--- src/rtl/qcs_pkg.sv ---
/*
 * qcs_pkg: register map, field positions, reset values and mode codes
 * for the queue classifier and scheduler.
 * Assumes one clock domain and a word-aligned register port.
 */
// How it works
// - every frame lands in one of four egress queues, numbered 0 to 3
// - a global mode picks port default, 802.1p class, or DSCP as source
// - strict priority always serves the highest non-empty queue first
// - round robin uses one programmable weight per queue, largest 10
// - round robin share of queue x is its weight over the weight sum
// - port mode gives each frame its port default; queue 3 highest
// - port-mode queue choice never changes the frame itself
// - class map resets to 1,2->0; 0,3->1; 4,5->2; 6,7->3
// - software may rewrite each of the eight class map entries
// - class mode indexes the map with the 3-bit tag priority
// - a writable map sends each DSCP value to one queue
// - DSCP mode indexes that map with the six-bit DiffServ field
// - strict ranking is queue 3, then 2, then 1, then 0
package qcs_pkg;

    localparam int ADDR_W = 12;
    localparam int DSCP_N = 64;

    localparam logic [11:0] CTRL_OFS = 12'h000;
    localparam logic [11:0] WGT_OFS = 12'h004;
    localparam logic [11:0] COS_OFS = 12'h008;
    localparam logic [11:0] STAT_OFS = 12'h00C;
    localparam logic [11:0] PMAP_BASE = 12'h100;
    localparam logic [11:0] DMAP_BASE = 12'h200;

    localparam int CTRL_MODE_LSB = 0;
    localparam int CTRL_WRR_BIT = 2;
    localparam int STAT_LAST_LSB = 0;
    localparam int STAT_PTR_LSB = 2;
    localparam int STAT_NE_LSB = 4;
    localparam int STAT_CRED_LSB = 16;

    localparam logic [1:0] MODE_PORT = 2'h0;
    localparam logic [1:0] MODE_COS = 2'h1;
    localparam logic [1:0] MODE_DSCP = 2'h2;

    localparam logic [3:0] W_MAX = 4'hA;
    localparam logic [15:0] WGT_RESET = 16'h1111;
    localparam logic [15:0] COS_RESET = 16'hFA41;
    localparam logic [127:0] DSCP_RESET =
        128'hFFFF_FFFF_AAAA_AAAA_5555_0000_0000_5555;

endpackage

--- src/rtl/qcs_map_if.sv ---
/*
 * qcs_map_if: write port and two read ports of a queue map memory.
 * Assumes all signals are on core_clk.
 */
`timescale 1ns/1ps
`default_nettype none

interface qcs_map_if #(
    parameter int AW = 6
);
    logic wr_en;
    logic [AW-1:0] wr_addr;
    logic [1:0] wr_data;
    logic [AW-1:0] a_addr;
    logic [1:0] a_data;
    logic [AW-1:0] b_addr;
    logic [1:0] b_data;

    modport mem (
        input wr_en, wr_addr, wr_data, a_addr, b_addr,
        output a_data, b_data
    );
    modport user (
        output wr_en, wr_addr, wr_data, a_addr, b_addr,
        input a_data, b_data
    );
endinterface // qcs_map_if

`default_nettype wire

--- src/rtl/qcs_map_mem.sv ---
/*
 * qcs_map_mem: small two-bit-wide map memory with reset image,
 * one write port and two registered read ports.
 * Assumes addresses past DEPTH are filtered or read as zero.
 */
`timescale 1ns/1ps
`default_nettype none

module qcs_map_mem #(
    parameter int DEPTH = 64,
    parameter int AW = 6,
    parameter logic [2*DEPTH-1:0] INIT = '0
) (
    input wire logic core_clk,
    input wire logic rst,
    qcs_map_if.mem m
);
    logic [1:0] ram_q [DEPTH];

    generate
        if (DEPTH < 1 || DEPTH > 2**AW) begin : g_chk
            $error("map depth does not fit address width");
        end
    endgenerate

    function automatic logic [1:0] rd(input logic [AW-1:0] a);
        return (int'(a) < DEPTH) ? ram_q[a] : 2'h0;
    endfunction

    always_ff @(posedge core_clk) begin
        if (rst) begin
            for (int i = 0; i < DEPTH; i++) begin
                ram_q[i] <= INIT[2*i +: 2];
            end
        end else if (m.wr_en && int'(m.wr_addr) < DEPTH) begin
            ram_q[m.wr_addr] <= m.wr_data;
        end
    end

    always_ff @(posedge core_clk) begin
        if (rst) begin
            m.a_data <= 2'h0;
            m.b_data <= 2'h0;
        end else begin
            m.a_data <= rd(m.a_addr);
            m.b_data <= rd(m.b_addr);
        end
    end
endmodule // qcs_map_mem

`default_nettype wire

--- src/rtl/qcs_classifier_scheduler.sv ---
/*
 * qcs_classifier_scheduler: per-frame queue classification and egress
 * queue scheduling, with its configuration registers.
 * Assumes parsed headers arrive on core_clk with no back-pressure and
 * that the egress side pops the granted queue on deq_valid.
 */
// Chosen here: the strobed register port and the register offsets.
`timescale 1ns/1ps
`default_nettype none

module qcs_classifier_scheduler #(
    parameter int NUM_PORTS = 28,
    parameter int PORT_W = 5
) (
    input wire logic core_clk,
    input wire logic rst,

    input wire logic [11:0] reg_addr,
    input wire logic [31:0] reg_wdata,
    input wire logic reg_wr,
    input wire logic reg_rd,
    output logic [31:0] reg_rdata,

    input wire logic hdr_valid,
    input wire logic [PORT_W-1:0] hdr_port,
    input wire logic hdr_tagged,
    input wire logic [2:0] hdr_pcp,
    input wire logic hdr_ipv4,
    input wire logic [5:0] hdr_dscp,

    output logic enq_valid,
    output logic [PORT_W-1:0] enq_port,
    output logic [1:0] enq_queue,

    input wire logic [3:0] q_nonempty,
    input wire logic tx_ready,
    output logic deq_valid,
    output logic [1:0] deq_queue
);

    generate
        if (NUM_PORTS < 1 || NUM_PORTS > 2**PORT_W || PORT_W > 6) begin : g_chk
            $error("port count does not fit port width or map space");
        end
    endgenerate

    localparam logic [1:0] RD_REG = 2'h0;
    localparam logic [1:0] RD_PMAP = 2'h1;
    localparam logic [1:0] RD_DMAP = 2'h2;

    // configuration state
    logic [1:0] mode_q;
    logic wrr_q;
    logic [3:0][3:0] wgt_q;
    logic [15:0] cos_q;

    // classifier pipeline
    logic s1_valid_q;
    logic [PORT_W-1:0] s1_port_q;
    logic s1_tagged_q;
    logic [2:0] s1_pcp_q;
    logic s1_ipv4_q;
    logic [1:0] s1_mode_q;
    logic [1:0] cls_d;
    logic enq_valid_q;
    logic [PORT_W-1:0] enq_port_q;
    logic [1:0] enq_queue_q;

    // scheduler
    logic [3:0][3:0] credit_q;
    logic [1:0] ptr_q;
    logic [3:0] elig;
    logic sp_found;
    logic [1:0] sp_idx;
    logic rr_found;
    logic [1:0] rr_idx;
    logic gnt_found;
    logic [1:0] gnt_idx;
    logic go;
    logic reload;
    logic deq_valid_q;
    logic [1:0] deq_queue_q;
    logic [1:0] last_q;

    // register read path
    logic [1:0] rd_src_q;
    logic [31:0] rdata_q;
    logic [31:0] plain_rd;
    logic pm_hit;
    logic dm_hit;

    qcs_map_if #(.AW(PORT_W)) pm_if ();
    qcs_map_if #(.AW(6)) dm_if ();

    function automatic logic in_map(
        input logic [11:0] a,
        input logic [11:0] base
    );
        return a[11:8] == base[11:8] && a[1:0] == 2'h0;
    endfunction

    function automatic logic [3:0] clamp_w(input logic [3:0] w);
        return (w > qcs_pkg::W_MAX) ? qcs_pkg::W_MAX : w;
    endfunction

    // later hits override earlier ones, so the top set bit wins
    function automatic logic [2:0] pick_hi(input logic [3:0] m);
        logic [2:0] r;
        r = 3'h0;
        for (int k = 0; k < 4; k++) begin
            if (m[k]) begin
                r = {1'b1, 2'(k)};
            end
        end
        return r;
    endfunction

    function automatic logic [2:0] pick_rr(
        input logic [3:0] m,
        input logic [1:0] p
    );
        logic [2:0] r;
        logic [1:0] idx;
        r = 3'h0;
        for (int k = 3; k >= 0; k--) begin
            idx = p + 2'(k);
            if (m[idx]) begin
                r = {1'b1, idx};
            end
        end
        return r;
    endfunction

    assign pm_hit = in_map(reg_addr, qcs_pkg::PMAP_BASE)
        && int'(reg_addr[7:2]) < NUM_PORTS;
    assign dm_hit = in_map(reg_addr, qcs_pkg::DMAP_BASE);

    assign pm_if.wr_en = reg_wr && pm_hit;
    assign pm_if.wr_addr = reg_addr[2 +: PORT_W];
    assign pm_if.wr_data = reg_wdata[1:0];
    assign pm_if.b_addr = reg_addr[2 +: PORT_W];
    assign pm_if.a_addr = hdr_port;

    assign dm_if.wr_en = reg_wr && dm_hit;
    assign dm_if.wr_addr = reg_addr[7:2];
    assign dm_if.wr_data = reg_wdata[1:0];
    assign dm_if.b_addr = reg_addr[7:2];
    assign dm_if.a_addr = hdr_dscp;

    qcs_map_mem #(
        .DEPTH(NUM_PORTS),
        .AW(PORT_W),
        .INIT('0)
    ) u_port_map (
        .core_clk(core_clk),
        .rst(rst),
        .m(pm_if)
    );

    qcs_map_mem #(
        .DEPTH(qcs_pkg::DSCP_N),
        .AW(6),
        .INIT(qcs_pkg::DSCP_RESET)
    ) u_dscp_map (
        .core_clk(core_clk),
        .rst(rst),
        .m(dm_if)
    );

    always_ff @(posedge core_clk) begin
        if (rst) begin
            mode_q <= qcs_pkg::MODE_PORT;
            wrr_q <= 1'b0;
        end else if (reg_wr && reg_addr == qcs_pkg::CTRL_OFS) begin
            mode_q <= reg_wdata[qcs_pkg::CTRL_MODE_LSB +: 2];
            wrr_q <= reg_wdata[qcs_pkg::CTRL_WRR_BIT];
        end
    end

    // weights saturate at the largest legal value
    always_ff @(posedge core_clk) begin
        if (rst) begin
            wgt_q <= qcs_pkg::WGT_RESET;
        end else if (reg_wr && reg_addr == qcs_pkg::WGT_OFS) begin
            for (int i = 0; i < 4; i++) begin
                wgt_q[i] <= clamp_w(reg_wdata[4*i +: 4]);
            end
        end
    end

    always_ff @(posedge core_clk) begin
        if (rst) begin
            cos_q <= qcs_pkg::COS_RESET;
        end else if (reg_wr && reg_addr == qcs_pkg::COS_OFS) begin
            cos_q <= reg_wdata[15:0];
        end
    end

    // stage 1 waits for the map memories' registered read
    always_ff @(posedge core_clk) begin
        if (rst) begin
            s1_valid_q <= 1'b0;
            s1_port_q <= '0;
            s1_tagged_q <= 1'b0;
            s1_pcp_q <= 3'h0;
            s1_ipv4_q <= 1'b0;
            s1_mode_q <= qcs_pkg::MODE_PORT;
        end else begin
            s1_valid_q <= hdr_valid;
            if (hdr_valid) begin
                s1_port_q <= hdr_port;
                s1_tagged_q <= hdr_tagged;
                s1_pcp_q <= hdr_pcp;
                s1_ipv4_q <= hdr_ipv4;
                s1_mode_q <= mode_q;
            end
        end
    end

    // source select; code 3 behaves as port mode
    always_comb begin
        cls_d = pm_if.a_data;
        case (s1_mode_q)
            qcs_pkg::MODE_COS: begin
                if (s1_tagged_q) begin
                    cls_d = cos_q[2*s1_pcp_q +: 2];
                end
            end
            qcs_pkg::MODE_DSCP: begin
                if (s1_ipv4_q) begin
                    cls_d = dm_if.a_data;
                end
            end
            default: begin
                cls_d = pm_if.a_data;
            end
        endcase
    end

    always_ff @(posedge core_clk) begin
        if (rst) begin
            enq_valid_q <= 1'b0;
            enq_port_q <= '0;
            enq_queue_q <= 2'h0;
        end else begin
            enq_valid_q <= s1_valid_q;
            if (s1_valid_q) begin
                enq_port_q <= s1_port_q;
                enq_queue_q <= cls_d;
            end
        end
    end

    // no remark output
    // only the queue is reported; the frame body is never rewritten,
    // so port-mode priority does not leave the switch
    assign enq_valid = enq_valid_q;
    assign enq_port = enq_port_q;
    assign enq_queue = enq_queue_q;

    always_comb begin
        for (int i = 0; i < 4; i++) begin
            elig[i] = q_nonempty[i] && credit_q[i] != 4'h0;
        end
        {sp_found, sp_idx} = pick_hi(q_nonempty);
        {rr_found, rr_idx} = pick_rr(elig, ptr_q);
        gnt_found = wrr_q ? rr_found : sp_found;
        gnt_idx = wrr_q ? rr_idx : sp_idx;
    end

    assign go = tx_ready && gnt_found;
    // a refill costs one request with no grant; cheaper than a
    // second picker that looks at the refilled credits
    assign reload = wrr_q && tx_ready && !rr_found && q_nonempty != 4'h0;

    always_ff @(posedge core_clk) begin
        if (rst) begin
            credit_q <= qcs_pkg::WGT_RESET;
            ptr_q <= 2'h0;
        end else if (reload) begin
            credit_q <= wgt_q;
        end else if (go && wrr_q) begin
            credit_q[gnt_idx] <= credit_q[gnt_idx] - 4'h1;
            if (credit_q[gnt_idx] == 4'h1) begin
                ptr_q <= gnt_idx + 2'h1;
            end else begin
                ptr_q <= gnt_idx;
            end
        end
    end

    always_ff @(posedge core_clk) begin
        if (rst) begin
            deq_valid_q <= 1'b0;
            deq_queue_q <= 2'h0;
            last_q <= 2'h0;
        end else begin
            deq_valid_q <= go;
            if (go) begin
                deq_queue_q <= gnt_idx;
                last_q <= gnt_idx;
            end
        end
    end

    assign deq_valid = deq_valid_q;
    assign deq_queue = deq_queue_q;

    always_comb begin
        plain_rd = 32'h0;
        case (reg_addr)
            qcs_pkg::CTRL_OFS: begin
                plain_rd[qcs_pkg::CTRL_MODE_LSB +: 2] = mode_q;
                plain_rd[qcs_pkg::CTRL_WRR_BIT] = wrr_q;
            end
            qcs_pkg::WGT_OFS: begin
                plain_rd[15:0] = wgt_q;
            end
            qcs_pkg::COS_OFS: begin
                plain_rd[15:0] = cos_q;
            end
            qcs_pkg::STAT_OFS: begin
                plain_rd[qcs_pkg::STAT_LAST_LSB +: 2] = last_q;
                plain_rd[qcs_pkg::STAT_PTR_LSB +: 2] = ptr_q;
                plain_rd[qcs_pkg::STAT_NE_LSB +: 4] = q_nonempty;
                plain_rd[qcs_pkg::STAT_CRED_LSB +: 16] = credit_q;
            end
            default: begin
                plain_rd = 32'h0;
            end
        endcase
    end

    always_ff @(posedge core_clk) begin
        if (rst) begin
            rd_src_q <= RD_REG;
            rdata_q <= 32'h0;
        end else if (reg_rd) begin
            rdata_q <= plain_rd;
            rd_src_q <= pm_hit ? RD_PMAP : (dm_hit ? RD_DMAP : RD_REG);
        end
    end

    always_comb begin
        case (rd_src_q)
            RD_PMAP: reg_rdata = {30'h0, pm_if.b_data};
            RD_DMAP: reg_rdata = {30'h0, dm_if.b_data};
            default: reg_rdata = rdata_q;
        endcase
    end

    a_wgt_max:
    assert property (@(posedge core_clk) disable iff (rst)
        wgt_q[0] <= 4'hA && wgt_q[1] <= 4'hA
        && wgt_q[2] <= 4'hA && wgt_q[3] <= 4'hA)
    else $error("queue weight above ten");

    a_strict_order:
    assert property (@(posedge core_clk) disable iff (rst)
        $past(!wrr_q) && deq_valid_q |->
        ($past(q_nonempty) & ~((4'h2 << deq_queue_q) - 4'h1)) == 4'h0)
    else $error("strict grant skipped a higher busy queue");

    a_strict_top:
    assert property (@(posedge core_clk) disable iff (rst)
        !wrr_q && tx_ready && q_nonempty[3] |=>
        deq_valid_q && deq_queue_q == 2'h3)
    else $error("queue 3 not served first");

    a_wrr_refill:
    assert property (@(posedge core_clk) disable iff (rst)
        wrr_q && tx_ready && q_nonempty != 4'h0 && elig == 4'h0 |=>
        credit_q == $past(wgt_q) && !deq_valid_q)
    else $error("credits not refilled from weights");

    a_port_mode:
    assert property (@(posedge core_clk) disable iff (rst)
        s1_valid_q && (s1_mode_q == 2'h0 || s1_mode_q == 2'h3) |=>
        enq_valid_q && enq_queue_q == $past(pm_if.a_data))
    else $error("port mode ignored port default");

    a_cos_index:
    assert property (@(posedge core_clk) disable iff (rst)
        s1_valid_q && s1_mode_q == 2'h1 && s1_tagged_q |=>
        enq_queue_q == $past(cos_q[2*s1_pcp_q +: 2]))
    else $error("class map lookup wrong");

    a_dscp_index:
    assert property (@(posedge core_clk) disable iff (rst)
        s1_valid_q && s1_mode_q == 2'h2 && s1_ipv4_q |=>
        enq_queue_q == $past(dm_if.a_data))
    else $error("dscp map lookup wrong");

    a_fallback:
    assert property (@(posedge core_clk) disable iff (rst)
        s1_valid_q && ((s1_mode_q == 2'h1 && !s1_tagged_q)
        || (s1_mode_q == 2'h2 && !s1_ipv4_q)) |=>
        enq_queue_q == $past(pm_if.a_data))
    else $error("missing field did not fall back");

    a_cos_reset:
    assert property (@(posedge core_clk)
        $past(rst) && !rst |-> cos_q == 16'hFA41)
    else $error("class map reset image wrong");

    a_two_cycle:
    assert property (@(posedge core_clk) disable iff (rst)
        hdr_valid |-> ##2 enq_valid_q)
    else $error("classification latency not two");

endmodule // qcs_classifier_scheduler

`default_nettype wire

--- config.mk ---
export PLATFORM = sky130hd
export DESIGN_NAME = qcs_classifier_scheduler
export DESIGN_NICKNAME = d
export VERILOG_FILES = /design/src/rtl/qcs_pkg.sv /design/src/rtl/qcs_map_if.sv /design/src/rtl/qcs_map_mem.sv /design/src/rtl/qcs_classifier_scheduler.sv
export SDC_FILE = /design/constraint.sdc
export NUM_CORES = 1
export LEC_CHECK = 0
export ABC_AREA = 1
export BUFFER_PORTS_ARGS = -buffer_cell sky130_fd_sc_hd__buf_2
export CAP_MARGIN = 20
export CELL_PAD_IN_SITES_DETAIL_PLACEMENT = 1
export CELL_PAD_IN_SITES_GLOBAL_PLACEMENT = 1
export CORE_UTILIZATION = 40
export CTS_CLUSTER_DIAMETER = 150
export DETAILED_ROUTE_END_ITERATION = 12
export GPL_TIMING_DRIVEN = 0
export PLACE_DENSITY_LB_ADDON = 0.3
export SLEW_MARGIN = 20
export SYNTH_ARGS = -nofsm -noshare
export SYNTH_HDL_FRONTEND = slang
export SYNTH_SLANG_ARGS = --single-unit
--- constraint.sdc ---
create_clock -name core_clk -period 2.7 [get_ports core_clk]
set_input_delay 0 -clock core_clk [delete_from_list [all_inputs] [get_ports core_clk]]
set_output_delay 0 -clock core_clk [all_outputs]
set_load 0.02 [all_outputs]
==> impl_metrics.tcl <==
set metrics [dict create \
    ant_nets 0 \
    fmaxAchievable_ghz 0.361 \
    ys_seq_area_share_pct 49.7 \
    core_um2 40100 \
    clock_skew_ns 0.0159 \
    drive_above_1_share_pct 9.68 \
    synth_common_cells "nand2_1 (367), nor2_1 (330), o21ai_0 (205)" \
    slew_violations 0 \
    routabilityCongestion 1.00 \
    final-setup-viol-count 4 \
    cts_max_path_buffers 3 \
    initial_core_util_pct 40.9 \
    fin_nets 2343 \
    leakage_uw 0.00741 \
    fin_ws_ns -0.0714 \
    p_int_uw 8260 \
    cts-buffers-inserted 36 \
    async_flop_share_pct 0 \
    netlist_area_um2 16400 \
    crit_path_frequent_cell "buf_2" \
    ios 113 \
    yosysWarnings 0 \
    critical-path-top-delay-family "compound AO/OA/AOI/OAI gates" \
    cts_tree "done" \
    synth_area_per_cell_um2 7.93 \
    pre_cts_slack_ns -0.395 \
    status "complete, but fails checks" \
    synth_seq_cells 311 \
    cts_sinks 311 \
    fin_crit_sh_pct 103 \
    power.switching_uw 3140 \
    drt-initial-drc-count 1896 \
    p_seq_share_pct 47.1 \
    synth_ff_type "edfxtp_1" \
    worstSetupEndpointType "flip-flop" \
    path_cells "buf_2, inv_1, nand2_1, clkinv_1, buf_2, a22oi_1, a21oi_1, a2111oi_0, a31o_2, a31oi_1" \
    drv_cap 0 \
    synthAdderAreaFrac_pct 0.763 \
    synth_compound_area_share_pct 20.4 \
    hold_viol_final 0 \
    die_h_um 204 \
    netlist.top_cell.by_area "edfxtp_1" \
    vias 17100 \
    cp_slowest_cell "a2111oi_0" \
    synth-simple-area-share_pct 20.9 \
    swShare_pct 27.6 \
    synth_cell_types 43 \
    yosys.area_share.xor_xnor_pct 0.153 \
    clk_latency_ns 0.54 \
    syn2layout_area_growth_pct 17.8 \
    fin_crit_ns 2.77 \
    critical_path_buf_inv_count 4 \
    antenna_found_initial 1 \
    synthCells 2067 \
    wl_um 71400 \
    synth_top_family_by_area "simple AND/OR/NAND/NOR gates" \
    port_buffers 90 \
    ir_drop_mv 0.346 \
    worstPathRequired_ns 3.11 \
    grt.overflow.total 0 \
    grt_pass1_wl_um 106000 \
    die_w_um 204 \
    relSlewSlack_pct 23.9 \
    grt_max_degree 14 \
    track_usage_pct 33.9 \
    first_pass_iters 6 \
    synth_edf_count 192 \
    path_clk_slew_ns 0.06 \
    synthMuxAreaShare_pct 0 \
    startpoint_type "input port" \
    row_count 73 \
    cpPeakStageDelay_ns 0.80 \
    dp_hpwl_um 51900 \
    p_comb_share_pct 11.9 \
    synth_top_area_share_pct 35.2 \
    worst_pin_slew_ns 1.14 \
    synth_most_common_cell "nand2_1" \
    worst_ep_arrival_time_ns 3.18 \
    routedWlPerCell_um 25.4 \
    violations "negative setup slack" \
    fillCellCount 4881 \
    synth_area_leaders "edfxtp_1 (35%), dfxtp_1 (15%), nand2_1 (8.4%)" \
    avgViaCountPerCell 6.08 \
    die_area_um2 41800 \
    cp_max_fo 10 \
    drc 0 \
    h-tree-depth 2 \
    clock_power_share_pct 41.0 \
    crit_type "input port to flip-flop" \
    cts_root_buffer "clkbuf_16" \
    min_path_type "input port to flip-flop" \
    fin_util_pct 48.2 \
    grt_pass1_vias 17300 \
    p_per_area_nw_per_um2 590 \
]
## power groups by stage
stage / Clock (µW) / Sequential (µW) / Combinational [µW]
2_1_floorplan: 0 / 5420 / 702
3_5_place_dp: 0 / 5470 / 1210
5_1_grt: 4850 / 5380 / 1430
6_report: 4680 / 5370 / 1350
4_1_cts: 4680 / 5370 / 1270
3_3_place_gp: 0 / 5460 / 1180
## tightest hold or removal path: cells and delay by family
family                 cells  cell delay [ns]
buffers and inverters      2             0.22
and+or+nand+nor            2             0.17
AOI/OAI and AO/OA          1             0.14
## area by class of cell
type / count / area [µm²] / share of cell area (%)
flip-flops and latches: 311 / 8190 / 42.4
plain buffers: 130 / 518 / 2.68
well taps: 525 / 657 / 3.40
clock inverters: 8 / 46.3 / 0.240
multi-input cells: 1420 / 7040 / 36.5
inverters: 213 / 810 / 4.19
clock buffers: 50 / 1030 / 5.32
repair buffers: 151 / 1020 / 5.29
diodes: 2 / 5.00 / 0.0259
## kinds of logic (layout without fill, tap and decap cells)
kind of cell,after synthesis,after routing
and+or+nand+nor,847,847
AOI/OAI and AO/OA,553,553
DFF,311,311
buffers and inverters,343,552
other,1,10
adders and majority gates,10,10
xor gates and xnor gates,2,2
## worst paths after layout
check                              startpoint                      to  slack (ns)  cells after the start
worst max-delay path              reg_addr[2]  u_dscp_map.m.b_data[1]       -0.07                     10
worst min-delay path            q_nonempty[1]               deq_valid        0.03                      5
worst max register to register   credit_q[15]            credit_q[10]        0.14                     20
worst min register to register       wgt_q[2]                wgt_q[2]        0.47                      2
## what timing repair did
item	4_1_cts	5_1_grt
endpoints found under the hold margin	65	0
resized for setup	17	32
endpoints found under the setup margin	10	24
pin swaps	1	10
hold buffers	45	0
setup buffers	2	14
## registers in the layout, summed over array words and instances, names as in the netlist, 3 cells and up
| register | cells |
|---|---|
| s1_pcp_q | 3 |
| cos_q | 16 |
| u_dscp_map.ram_q | 128 |
| credit_q | 16 |
| s1_port_q | 5 |
| enq_port | 5 |
| rdata_q | 32 |
| u_port_map.ram_q | 64 |
| wgt_q | 16 |
## stage by stage
step                      power, µW  instances  hold slack, ns  instance area, µm²  TNS [ns]
after floorplan                6120       2074          0.0989               16400         0
after global placement         6640       2689           0.236               17500     -6.72
after detailed placement       6680       2689           0.249               17500    -11.87
after CTS                     11300       2794          0.0110               19100         0
after global routing          11700       2809          0.0441               19300    -0.404
final                         11400       2810          0.0335               19300    -0.153
## layout by cell type (no fill, tap or decap), types with 4 or more instances in the layout
cell,n
o221ai_1,28
nand3_1,87
nand2_2,13
dfxtp_1,102
buf_1,8
ha_1,9
buf_4,16
buf_2,99
a21boi_0,5
nand2_1,361
clkinv_1,12
dlygate4sd3_1,45
nand4_1,7
nor3_1,36
o21ai_0,205
a31oi_1,13
a221oi_1,8
o22ai_1,22
nor2_1,326
clkbuf_1,121
inv_1,198
a21oi_1,127
edfxtp_1,192
dfxtp_2,10
dfxtp_4,7
conb_1,8
o211ai_1,36
clkbuf_16,39
o2111ai_1,4
a22oi_1,86
## routing by layer
layer | up-vias | GRT usage (%) | share of wire (%)
met5 | - | 0 | 0
met4 | 0 | 15.8 | 4.8
met3 | 227 | 6.76 | 9.8
met2 | 961 | 53.1 | 45
met1 | 8425 | 45.0 | 40
li1 | 7482 | - | -
(Power assumes the default switching activity.)
